==> config.mk <==
export PLATFORM = sky130hd
export DESIGN_NAME = bep_host
export DESIGN_NICKNAME = d
export VERILOG_FILES = /design/src/rtl/bep_pkg.sv /design/src/rtl/bep_phase.sv /design/src/rtl/bep_timer.sv /design/src/rtl/bep_host.sv
export SDC_FILE = /design/constraint.sdc
export NUM_CORES = 1
export LEC_CHECK = 0
export BUFFER_PORTS_ARGS = -buffer_cell sky130_fd_sc_hd__buf_2
export CORE_UTILIZATION = 45
export DETAILED_ROUTE_END_ITERATION = 8
export PLACE_DENSITY = 0.71
export SYNTH_ARGS = -nofsm -noshare
export SYNTH_HDL_FRONTEND = slang
export SYNTH_HIERARCHICAL = 1
export SYNTH_SLANG_ARGS = --single-unit
==> constraint.sdc <==
create_clock -name clk_in -period 4.8 [get_ports clk_in]
set_input_delay 0.48 -clock clk_in [delete_from_list [all_inputs] [get_ports clk_in]]
set_output_delay 0.48 -clock clk_in [all_outputs]
set_load 0.05 [all_outputs]
==> src/rtl/bep_pkg.sv <==
// Contract
// - Read: load pointer, then read byte
// - Write: load pointer, then data latch
// - Selected read, byte path, idle: byte out
// - Selected read, status path: status out
// - Selected write, pointer path: strobe loads pointer
// - Selected write, latch path: strobe loads latch
package bep_pkg;
  localparam int unsigned CLK_HZ = 10000000;
  localparam int unsigned WRITE_BUSY_MAX_US = 25000;
  localparam int unsigned CLEAR_BUSY_MAX_US = 12500;
  localparam int unsigned WRITE_BUSY_CYC = WRITE_BUSY_MAX_US * (CLK_HZ / 1000000);
  localparam int unsigned CLEAR_BUSY_CYC = CLEAR_BUSY_MAX_US * (CLK_HZ / 1000000);
  localparam int unsigned PHASE_CYC = 4;
  localparam logic [3:0] PHASE_LAST = 4'h3;
  localparam logic [3:0] STROBE_RISE = 4'h2;
  localparam logic [2:0] ADDR_CMD = 3'h0;
  localparam logic [2:0] ADDR_ADR = 3'h1;
  localparam logic [2:0] ADDR_DAT = 3'h2;
  localparam logic [2:0] ADDR_STAT = 3'h3;
  localparam logic [2:0] ADDR_IRQ = 3'h4;
  localparam logic [2:0] ADDR_MASK = 3'h5;
  localparam logic [2:0] ADDR_RDATA = 3'h6;
  localparam logic [1:0] CMD_READ = 2'h0;
  localparam logic [1:0] CMD_WRITE = 2'h1;
  localparam logic [1:0] CMD_STAT = 2'h2;
  localparam logic [1:0] CMD_CLEAR = 2'h3;
  localparam int unsigned IRQ_DONE = 0;
  localparam int unsigned IRQ_TMO = 1;
  localparam int unsigned IRQ_W = 2;
  localparam logic [7:0] BYTE_ZERO = 8'h00;
  localparam int unsigned STAT_BUSY_BIT = 7;
  typedef enum logic [2:0] {
    BEP_IDLE, BEP_ADR, BEP_ACC, BEP_WAIT, BEP_DONE
  } bep_state_t;
endpackage : bep_pkg

==> src/rtl/bep_phase.sv <==
`timescale 1ns/10ps
`default_nettype none
module bep_phase (
  // Clock and reset
  input wire logic clk_in,
  input wire logic reset_n_in,
  // Control
  input wire logic run_in,
  output logic last_out,
  output logic strobe_out
);
  import bep_pkg::*;
  logic [3:0] cnt_r;
  always_ff @(posedge clk_in or negedge reset_n_in) begin
    if (!reset_n_in) begin
      cnt_r <= 4'h0;
    end else if (!run_in || cnt_r == PHASE_LAST) begin
      cnt_r <= 4'h0;
    end else begin
      cnt_r <= cnt_r + 4'h1;
    end
  end
  // Strobe rises midway so data and selects are settled before the edge
  assign strobe_out = run_in && (cnt_r >= STROBE_RISE);
  assign last_out = run_in && (cnt_r == PHASE_LAST);
endmodule : bep_phase
`default_nettype wire

==> src/rtl/bep_timer.sv <==
`timescale 1ns/10ps
`default_nettype none
module bep_timer #(
  parameter int unsigned LIMIT = 250000
) (
  // Clock and reset
  input wire logic clk_in,
  input wire logic reset_n_in,
  // Control
  input wire logic run_in,
  output logic expired_out
);
  logic [17:0] cnt_r;
  always_ff @(posedge clk_in or negedge reset_n_in) begin
    if (!reset_n_in) begin
      cnt_r <= 18'h00000;
    end else if (!run_in) begin
      cnt_r <= 18'h00000;
    end else if (!expired_out) begin
      cnt_r <= cnt_r + 18'h00001;
    end
  end
  assign expired_out = run_in && (cnt_r >= 18'(LIMIT));
endmodule : bep_timer
`default_nettype wire

==> src/rtl/bep_host.sv <==
`timescale 1ns/10ps
`default_nettype none
module bep_host #(
  parameter int unsigned WRITE_LIMIT = bep_pkg::WRITE_BUSY_CYC,
  parameter int unsigned CLEAR_LIMIT = bep_pkg::CLEAR_BUSY_CYC
) (
  // Clock and reset
  input wire logic clk_in,
  input wire logic reset_n_in,
  // Software port
  input wire logic [2:0] sw_addr_in,
  input wire logic [7:0] sw_wdata_in,
  input wire logic sw_wr_in,
  input wire logic sw_rd_in,
  output logic [7:0] sw_rdata_out,
  output logic irq_out,
  // Device pins
  input wire logic [7:0] dev_data_in,
  output logic [7:0] dev_data_out,
  output logic dev_data_oe_n_out,
  output logic dev_cs_n_out,
  output logic dev_rw_out,
  output logic register_select_out,
  output logic load_strobe_out,
  output logic array_clear_n_out,
  input wire logic dev_busy_n_in
);
  import bep_pkg::*;
  bep_state_t state_r;
  logic [1:0] cmd_r;
  logic [7:0] adr_r;
  logic [7:0] dat_r;
  logic [7:0] rdata_r;
  logic [7:0] stat_r;
  logic [IRQ_W-1:0] irq_r;
  logic [IRQ_W-1:0] mask_r;
  logic [IRQ_W-1:0] ev;
  logic [7:0] sw_rdata_r;
  logic run;
  logic last;
  logic strobe;
  logic wait_wr;
  logic wait_blk;
  logic tmo_wr;
  logic tmo_blk;
  logic start;
  logic waits;
  logic is_acc;
  logic is_adr;

  assign start = sw_wr_in && sw_addr_in == ADDR_CMD && state_r == BEP_IDLE;
  assign is_adr = state_r == BEP_ADR;
  assign is_acc = state_r == BEP_ACC;
  assign run = is_adr || is_acc;
  assign waits = state_r == BEP_WAIT;
  assign wait_wr = waits && cmd_r == CMD_WRITE;
  assign wait_blk = waits && cmd_r == CMD_CLEAR;

  bep_phase u_phase (
    .clk_in(clk_in),
    .reset_n_in(reset_n_in),
    .run_in(run),
    .last_out(last),
    .strobe_out(strobe)
  );
  bep_timer #(.LIMIT(WRITE_LIMIT)) u_twr (
    .clk_in(clk_in),
    .reset_n_in(reset_n_in),
    .run_in(wait_wr),
    .expired_out(tmo_wr)
  );
  bep_timer #(.LIMIT(CLEAR_LIMIT)) u_tclr (
    .clk_in(clk_in),
    .reset_n_in(reset_n_in),
    .run_in(wait_blk),
    .expired_out(tmo_blk)
  );

  // Sequencer; pointer load only for read and write
  always_ff @(posedge clk_in or negedge reset_n_in) begin
    if (!reset_n_in) begin
      state_r <= BEP_IDLE;
    end else begin
      case (state_r)
        BEP_IDLE: begin
          if (start) begin
            if (sw_wdata_in[1:0] == CMD_READ || sw_wdata_in[1:0] == CMD_WRITE) begin
              state_r <= BEP_ADR;
            end else begin
              state_r <= BEP_ACC;
            end
          end
        end
        BEP_ADR: begin
          if (last) begin
            state_r <= BEP_ACC;
          end
        end
        BEP_ACC: begin
          if (last) begin
            if (cmd_r == CMD_WRITE || cmd_r == CMD_CLEAR) begin
              state_r <= BEP_WAIT;
            end else begin
              state_r <= BEP_DONE;
            end
          end
        end
        BEP_WAIT: begin
          // No new access until busy releases, or timeout gives up
          if (dev_busy_n_in || tmo_wr || tmo_blk) begin
            state_r <= BEP_DONE;
          end
        end
        BEP_DONE: state_r <= BEP_IDLE;
        default: state_r <= BEP_IDLE;
      endcase
    end
  end

  // Command fields; held stable while the device works
  always_ff @(posedge clk_in or negedge reset_n_in) begin
    if (!reset_n_in) begin
      cmd_r <= CMD_READ;
      adr_r <= BYTE_ZERO;
      dat_r <= BYTE_ZERO;
    end else begin
      if (start) begin
        cmd_r <= sw_wdata_in[1:0];
      end
      if (sw_wr_in && sw_addr_in == ADDR_ADR && state_r == BEP_IDLE) begin
        adr_r <= sw_wdata_in;
      end
      if (sw_wr_in && sw_addr_in == ADDR_DAT && state_r == BEP_IDLE) begin
        dat_r <= sw_wdata_in;
      end
    end
  end

  // Sample device data at the end of a read phase
  always_ff @(posedge clk_in or negedge reset_n_in) begin
    if (!reset_n_in) begin
      rdata_r <= BYTE_ZERO;
      stat_r <= BYTE_ZERO;
    end else if (is_acc && last) begin
      if (cmd_r == CMD_READ) begin
        rdata_r <= dev_data_in;
      end else if (cmd_r == CMD_STAT) begin
        stat_r <= dev_data_in;
      end
    end
  end

  // Pin decode from state and command
  always_comb begin
    dev_cs_n_out = !run;
    dev_rw_out = 1'b1;
    register_select_out = 1'b0;
    load_strobe_out = 1'b0;
    array_clear_n_out = 1'b1;
    dev_data_oe_n_out = 1'b1;
    dev_data_out = BYTE_ZERO;
    if (is_adr) begin
      dev_rw_out = 1'b0;
      load_strobe_out = strobe;
      dev_data_oe_n_out = 1'b0;
      dev_data_out = adr_r;
    end else if (is_acc) begin
      case (cmd_r)
        CMD_READ: begin
          register_select_out = 1'b0;
        end
        CMD_WRITE: begin
          dev_rw_out = 1'b0;
          register_select_out = 1'b1;
          load_strobe_out = strobe;
          dev_data_oe_n_out = 1'b0;
          dev_data_out = dat_r;
        end
        CMD_STAT: begin
          register_select_out = 1'b1;
        end
        CMD_CLEAR: begin
          register_select_out = 1'b1;
          load_strobe_out = strobe;
          array_clear_n_out = 1'b0;
        end
        default: begin
          register_select_out = 1'b0;
        end
      endcase
    end
  end

  // Events: done and timeout; set beats clear
  assign ev[IRQ_DONE] = state_r == BEP_DONE;
  assign ev[IRQ_TMO] = waits && (tmo_wr || tmo_blk);
  always_ff @(posedge clk_in or negedge reset_n_in) begin
    if (!reset_n_in) begin
      irq_r <= '0;
      mask_r <= '0;
    end else begin
      if (sw_wr_in && sw_addr_in == ADDR_IRQ) begin
        irq_r <= (irq_r & ~sw_wdata_in[IRQ_W-1:0]) | ev;
      end else begin
        irq_r <= irq_r | ev;
      end
      if (sw_wr_in && sw_addr_in == ADDR_MASK) begin
        mask_r <= sw_wdata_in[IRQ_W-1:0];
      end
    end
  end
  assign irq_out = |(irq_r & mask_r);

  always_ff @(posedge clk_in or negedge reset_n_in) begin
    if (!reset_n_in) begin
      sw_rdata_r <= BYTE_ZERO;
    end else if (sw_rd_in) begin
      case (sw_addr_in)
        ADDR_CMD: sw_rdata_r <= {5'h00, state_r != BEP_IDLE, cmd_r};
        ADDR_ADR: sw_rdata_r <= adr_r;
        ADDR_DAT: sw_rdata_r <= dat_r;
        ADDR_STAT: sw_rdata_r <= stat_r;
        ADDR_IRQ: sw_rdata_r <= {6'h00, irq_r};
        ADDR_MASK: sw_rdata_r <= {6'h00, mask_r};
        ADDR_RDATA: sw_rdata_r <= rdata_r;
        default: sw_rdata_r <= BYTE_ZERO;
      endcase
    end else begin
      sw_rdata_r <= BYTE_ZERO;
    end
  end
  assign sw_rdata_out = sw_rdata_r;

  // Pin checks; a strobe edge must see settled selects and data
  AST_DESELECT_HIZ: assert property (@(posedge clk_in) disable iff (!reset_n_in)
    dev_cs_n_out |-> dev_data_oe_n_out && !load_strobe_out)
    else $error("driving while deselected");
  AST_PTR_LOAD: assert property (@(posedge clk_in) disable iff (!reset_n_in)
    (is_adr && load_strobe_out) |-> !dev_rw_out && !register_select_out && !dev_data_oe_n_out
    && dev_data_out == adr_r)
    else $error("bad pointer load pins");
  AST_LATCH_LOAD: assert property (@(posedge clk_in) disable iff (!reset_n_in)
    (is_acc && cmd_r == CMD_WRITE && load_strobe_out) |-> !dev_rw_out && register_select_out
    && array_clear_n_out && !dev_data_oe_n_out && dev_data_out == dat_r)
    else $error("bad data latch load pins");
  AST_BYTE_READ: assert property (@(posedge clk_in) disable iff (!reset_n_in)
    (is_acc && cmd_r == CMD_READ) |-> dev_rw_out && !register_select_out
    && array_clear_n_out && !load_strobe_out)
    else $error("bad byte read pins");
  AST_STAT_READ: assert property (@(posedge clk_in) disable iff (!reset_n_in)
    (is_acc && cmd_r == CMD_STAT) |-> dev_rw_out && register_select_out
    && array_clear_n_out && dev_data_oe_n_out)
    else $error("bad status read pins");
  AST_CLEAR_PINS: assert property (@(posedge clk_in) disable iff (!reset_n_in)
    !array_clear_n_out |-> dev_rw_out && register_select_out && dev_data_oe_n_out)
    else $error("bad clear pins");
  AST_CLEAR_STROBE: assert property (@(posedge clk_in) disable iff (!reset_n_in)
    (is_acc && cmd_r == CMD_CLEAR) |-> !array_clear_n_out && dev_rw_out && register_select_out)
    else $error("clear phase without clear pins");
  AST_READ_RELEASES: assert property (@(posedge clk_in) disable iff (!reset_n_in)
    dev_rw_out |-> dev_data_oe_n_out)
    else $error("host drives port during read");
  AST_STROBE_SETTLED: assert property (@(posedge clk_in) disable iff (!reset_n_in)
    $rose(load_strobe_out) |-> $stable(dev_rw_out) && $stable(register_select_out)
    && $stable(array_clear_n_out) && $stable(dev_data_out))
    else $error("pins moved at strobe rise");
  AST_STROBE_ENDS: assert property (@(posedge clk_in) disable iff (!reset_n_in)
    $fell(load_strobe_out) |-> $past(last))
    else $error("strobe dropped inside a phase");
  // Sequencing checks
  AST_ADR_BEFORE_WRITE: assert property (@(posedge clk_in) disable iff (!reset_n_in)
    (is_acc && cmd_r == CMD_WRITE && $rose(is_acc)) |-> $past(is_adr))
    else $error("data latch load without pointer load");
  AST_READ_ADR_FIRST: assert property (@(posedge clk_in) disable iff (!reset_n_in)
    (is_acc && cmd_r == CMD_READ && $rose(is_acc)) |-> $past(is_adr))
    else $error("byte read without pointer load");
  AST_STAT_NO_ADR: assert property (@(posedge clk_in) disable iff (!reset_n_in)
    (is_acc && cmd_r == CMD_STAT && $rose(is_acc)) |-> !$past(is_adr))
    else $error("status read preceded by pointer load");
  AST_CLEAR_NO_ADR: assert property (@(posedge clk_in) disable iff (!reset_n_in)
    (is_acc && cmd_r == CMD_CLEAR && $rose(is_acc)) |-> !$past(is_adr))
    else $error("clear preceded by pointer load");
  AST_NO_ACCESS_BUSY: assert property (@(posedge clk_in) disable iff (!reset_n_in)
    waits |-> dev_cs_n_out)
    else $error("access during device busy");
  AST_WRITE_WAIT: assert property (@(posedge clk_in) disable iff (!reset_n_in)
    (is_acc && last && cmd_r == CMD_WRITE) |=> waits)
    else $error("write not followed by busy wait");
  AST_CLEAR_WAIT: assert property (@(posedge clk_in) disable iff (!reset_n_in)
    (is_acc && last && cmd_r == CMD_CLEAR) |=> waits)
    else $error("clear not followed by busy wait");
  AST_WAIT_HOLDS: assert property (@(posedge clk_in) disable iff (!reset_n_in)
    waits |-> $stable(cmd_r) && $stable(adr_r) && $stable(dat_r))
    else $error("command fields moved while waiting");
  AST_BUSY_EXIT: assert property (@(posedge clk_in) disable iff (!reset_n_in)
    (waits && dev_busy_n_in) |=> state_r == BEP_DONE)
    else $error("wait not ended by busy release");
  AST_TMO_EXIT: assert property (@(posedge clk_in) disable iff (!reset_n_in)
    (waits && (tmo_wr || tmo_blk)) |=> state_r == BEP_DONE)
    else $error("wait not ended by timeout");
  AST_DONE_ONE: assert property (@(posedge clk_in) disable iff (!reset_n_in)
    state_r == BEP_DONE |=> state_r == BEP_IDLE)
    else $error("done state longer than one cycle");
endmodule : bep_host
`default_nettype wire

==> Flow_metrics.wiki <==
{| class="wikitable"
! Metric !! Value
|-
| Outcome || complete, no violations
|-
| Number of nets in the finished design || 511
|-
| Final wirelength || 9920 microns
|-
| Maximum buffer depth of the clock tree || 2
|-
| Share of total power in the clock network || 0.254
|-
| Routed length on met2 || 4920 microns
|-
| I/O pin count || 47
|-
| HP Class || in -> async
|-
| Crit Path Max Fanout || 16
|-
| Detail Route Antenna Nets || 0
|-
| X dimension of the die || 105 microns
|-
| Required time of the critical path || 5.04 ns
|-
| Predominant post-synthesis flop cell || sky130_fd_sc_hd__dfrtp_1
|-
| Transition time at the pin with the least slew margin || 0.887 ns
|-
| Proportion of netlist area held by the largest area contributor || 0.470
|-
| Total met3 wirelength after detailed routing || 359 microns
|-
| Final worst-path setup slack || 1.68 ns
|-
| Post-synthesis compound-gate area fraction || 0.105
|-
| Number of H-tree branching levels || 3
|-
| Xor and xnor area share after synthesis || 0.0499
|-
| Start-to-end type of the worst setup path || reg -> reg
|-
| Synthesized instance count || 446
|-
| Multiplexer area fraction after synthesis || 0.125
|-
| Starting DRT DRC Count || 159
|-
| Adder-cell area share of the yosys netlist || 0.0158
|-
| Sinks on Clock Net || 89
|-
| All-Layer GR Usage || 0.197
|-
| Internal cell power || 1560 uW
|-
| Highest metal layer with signal wires || met4
|-
| Via total after detailed routing || 3422
|-
| Post-Syn Area per Cell || 10.6 sq um
|-
| Synthesis-to-layout area growth || 11.3%
|-
| Top cells by count, synth || sky130_fd_sc_hd__dfrtp_1 (89), sky130_fd_sc_hd__nor2_1 (50), sky130_fd_sc_hd__mux2_2 (40), sky130_fd_sc_hd__xnor2_1 (26), sky130_fd_sc_hd__nand2_1 (24)
|-
| Maximum achievable frequency || 321 MHz
|-
| Post-route DRC || 0
|-
| Type of element launching the critical path || register
|-
| Worst endpoint data arrival time || 3.36 ns
|-
| Total core area || 10300 sq um
|-
| Skew final || 0.0218 ns
|-
| Global-route wire length before repair || 17300 microns
|-
| Slew headroom || 0.408
|-
| Routed wirelength normalized by instance count || 15.9 microns
|-
| CTS hold repair buffers || 0
|-
| Synth cell types || 65
|-
| Grt ovf || 0
|-
| Area of all placed cells without fillers || 5280 sq um
|-
| Post-synthesis simple-gate area fraction || 0.201
|-
| Die height || 105 microns
|-
| Area of placed instances || 5030 sq um
|-
| Port Buf Inserts || 46
|-
| Final clock period utilization by the worst path || 0.649
|-
| Main combinational cell family by area after synthesis || simple AND/OR/NAND/NOR gates
|-
| Fraction of layout cells with a size suffix above 1 || 0.257
|-
| Number of max-cap violations || 0
|-
| TritonCTS clock tree || built
|-
| Cell with the most instances after synthesis || sky130_fd_sc_hd__dfrtp_1
|-
| Count of antenna diodes in the layout || 0
|-
| Overall die area || 11000 sq um
|-
| Initial core utilization || 0.461
|-
| Antenna violations before repair || 0
|-
| Top cell type by total area after synthesis || sky130_fd_sc_hd__dfrtp_1
|-
| Total of cells resized after clock tree synthesis || 0
|-
| Largest net degree at the start of global routing || 48
|-
| CP Capture Type || register
|-
| Post-CTS clock slew at the launch and capture registers of the worst setup and hold paths || 0.09 ns
|-
| Switching pwr || 932 uW
|-
| Share of total power consumed by net switching || 0.373
|-
| Weighted congestion at the end of routability-driven global placement || 0.774
|-
| Pre-CTS setup slack || 1.70 ns
|-
| Worst hold slack after final layout || 0.110 ns
|-
| Rows || 37
|-
| Power density normalized to cell area || 473 nW/um^2
|-
| Post-CTS setup-driven buffer insertion count || 0
|-
| Post-synthesis sequential area ratio || 0.470
|-
| Post-synthesis instance area || 4740 sq um
|-
| Buffer type at the clock tree root || sky130_fd_sc_hd__clkbuf_8
|-
| Setup TNS after final layout || 0 ns
|-
| VDD IR max || 0.000371 V
|-
| Setup repair after global routing missed its margin || false
|-
| Number of flip-flops and latches in the synthesized netlist || 89
|-
| TritonCTS buffer count || 9
|-
| Final-report hold violation count || 0
|-
| Leakage dissipation || 0.00219 uW
|-
| Async set or reset register ratio after synthesis || 1.00
|-
| Warning count from the yosys run || 6
|-
| Vias in the first global route || 3499
|-
| Vias per cell || 5.50
|-
| TritonRoute pass-1 iters || 4
|-
| Total count of max-transition violations in the final report || 0
|-
| WL met1 || 4510 microns
|-
| Relative contribution of combinational cells to total power || 0.321
|-
| Number of flops mapped to enable cells by yosys || 0
|-
| Clock insertion delay at the later pin of the skew report || 0.37 ns
|-
| Ranking of synthesized cells by area || sky130_fd_sc_hd__dfrtp_1 (47%), sky130_fd_sc_hd__mux2_2 (9.5%), sky130_fd_sc_hd__xnor2_1 (4.8%)
|-
| Min Clock Period, post-route || 3.12 ns
|-
| Post-detail-place hpwl || 6860 microns
|-
| Total setup violations reported at the end of the flow || 0
|-
| Mapped Nets || 476
|-
| Share of power burned in registers || 0.425
|}
[through the flow]
step | total power (uW) | utilization | instances
after floorplan | 1690 | - | 446
after global placement | 1850 | 0.489 | 606
after detailed placement | 1880 | 0.489 | 606
after CTS | 2520 | 0.514 | 622
after global routing | 2640 | 0.514 | 622
final | 2500 | 0.514 | 622
[placed cells by master, fill, tap and decap left out, types with 7 or more instances in the layout]
cell type	n
sky130_fd_sc_hd__a21oi_1	21
sky130_fd_sc_hd__a22o_1	8
sky130_fd_sc_hd__buf_2	45
sky130_fd_sc_hd__clkbuf_8	9
sky130_fd_sc_hd__dfrtp_1	89
sky130_fd_sc_hd__inv_1	7
sky130_fd_sc_hd__mux2_2	40
sky130_fd_sc_hd__mux2i_1	13
sky130_fd_sc_hd__nand2_1	24
sky130_fd_sc_hd__nand2b_1	10
sky130_fd_sc_hd__nand3_1	22
sky130_fd_sc_hd__nand3b_1	7
sky130_fd_sc_hd__nand4_1	10
sky130_fd_sc_hd__nor2_1	50
sky130_fd_sc_hd__nor3_1	12
sky130_fd_sc_hd__xnor2_1	26
[kinds of logic after synthesis]
family	after synthesis
simple gates	173
flops	89
compound gates	65
mux	54
buf+inv	32
xor+xnor	27
fa+ha+maj	6
[final cells by class]
class | instances | area (sq um)
multi-input combinational | 325 | 2350
timing repair buffer | 48 | 248
inverter | 8 | 30.0
tap | 136 | 170
fill | 974 | 5000
clock inverter | 7 | 125
sequential | 89 | 2230
clock buffer | 9 | 124
[flip-flops by register name (all words and copies together), names as in the netlist]
signal / flops
adr_r: 8
cmd_r: 2
dat_r: 8
irq_r: 2
mask_r: 2
rdata_r: 8
stat_r: 8
state_r: 3
sw_rdata_out: 8
u_phase/cnt_r: 4
u_tclr/cnt_r: 18
u_twr/cnt_r: 18
[power groups by stage]
stage          clock (uW)  sequential (uW)  combinational, uW
2_1_floorplan           0             1030                662
3_3_place_gp            0             1060                788
3_5_place_dp            0             1070                805
4_1_cts               649             1060                811
5_1_grt               684             1090                866
6_report              635             1060                800
[worst max-delay path: stages, from the launching register on]
cell and delay [ns]:
sky130_fd_sc_hd__dfrtp_1 0.64, sky130_fd_sc_hd__nand3_1 0.17, sky130_fd_sc_hd__nor3b_1 0.64, sky130_fd_sc_hd__inv_1 0.44, sky130_fd_sc_hd__nor2_1 0.23, sky130_fd_sc_hd__nor4_1 0.09, sky130_fd_sc_hd__a211oi_1 0.40, sky130_fd_sc_hd__mux2_2 0.39
[path summary, 6_finish.rpt]
path / start / to / slack, ns / cells past startpoint
hold reg to reg: u_phase/cnt_r[0] / u_phase/cnt_r[0] / 0.51 / 1
setup / recovery: state_r[0] / state_r[1] / 1.68 / 7
max in group asynchronous: reset_n_in / stat_r[6] / 3.70 / 2
min in group clk_in: sw_wdata_in[5] / adr_r[5] / 0.33 / 2
hold / removal: reset_n_in / u_twr/cnt_r[4] / 0.11 / 1
setup reg to reg: state_r[0] / state_r[1] / 1.68 / 7
[metal layers]
metal / GRT usage / vias to the layer above
met5: 0 / -
met4: 0.0744 / 0
met3: 0.0324 / 11
met2: 0.317 / 61
met1: 0.267 / 1692
li1: - / 1658
No activity file was read; power rests on OpenSTA's default activity.
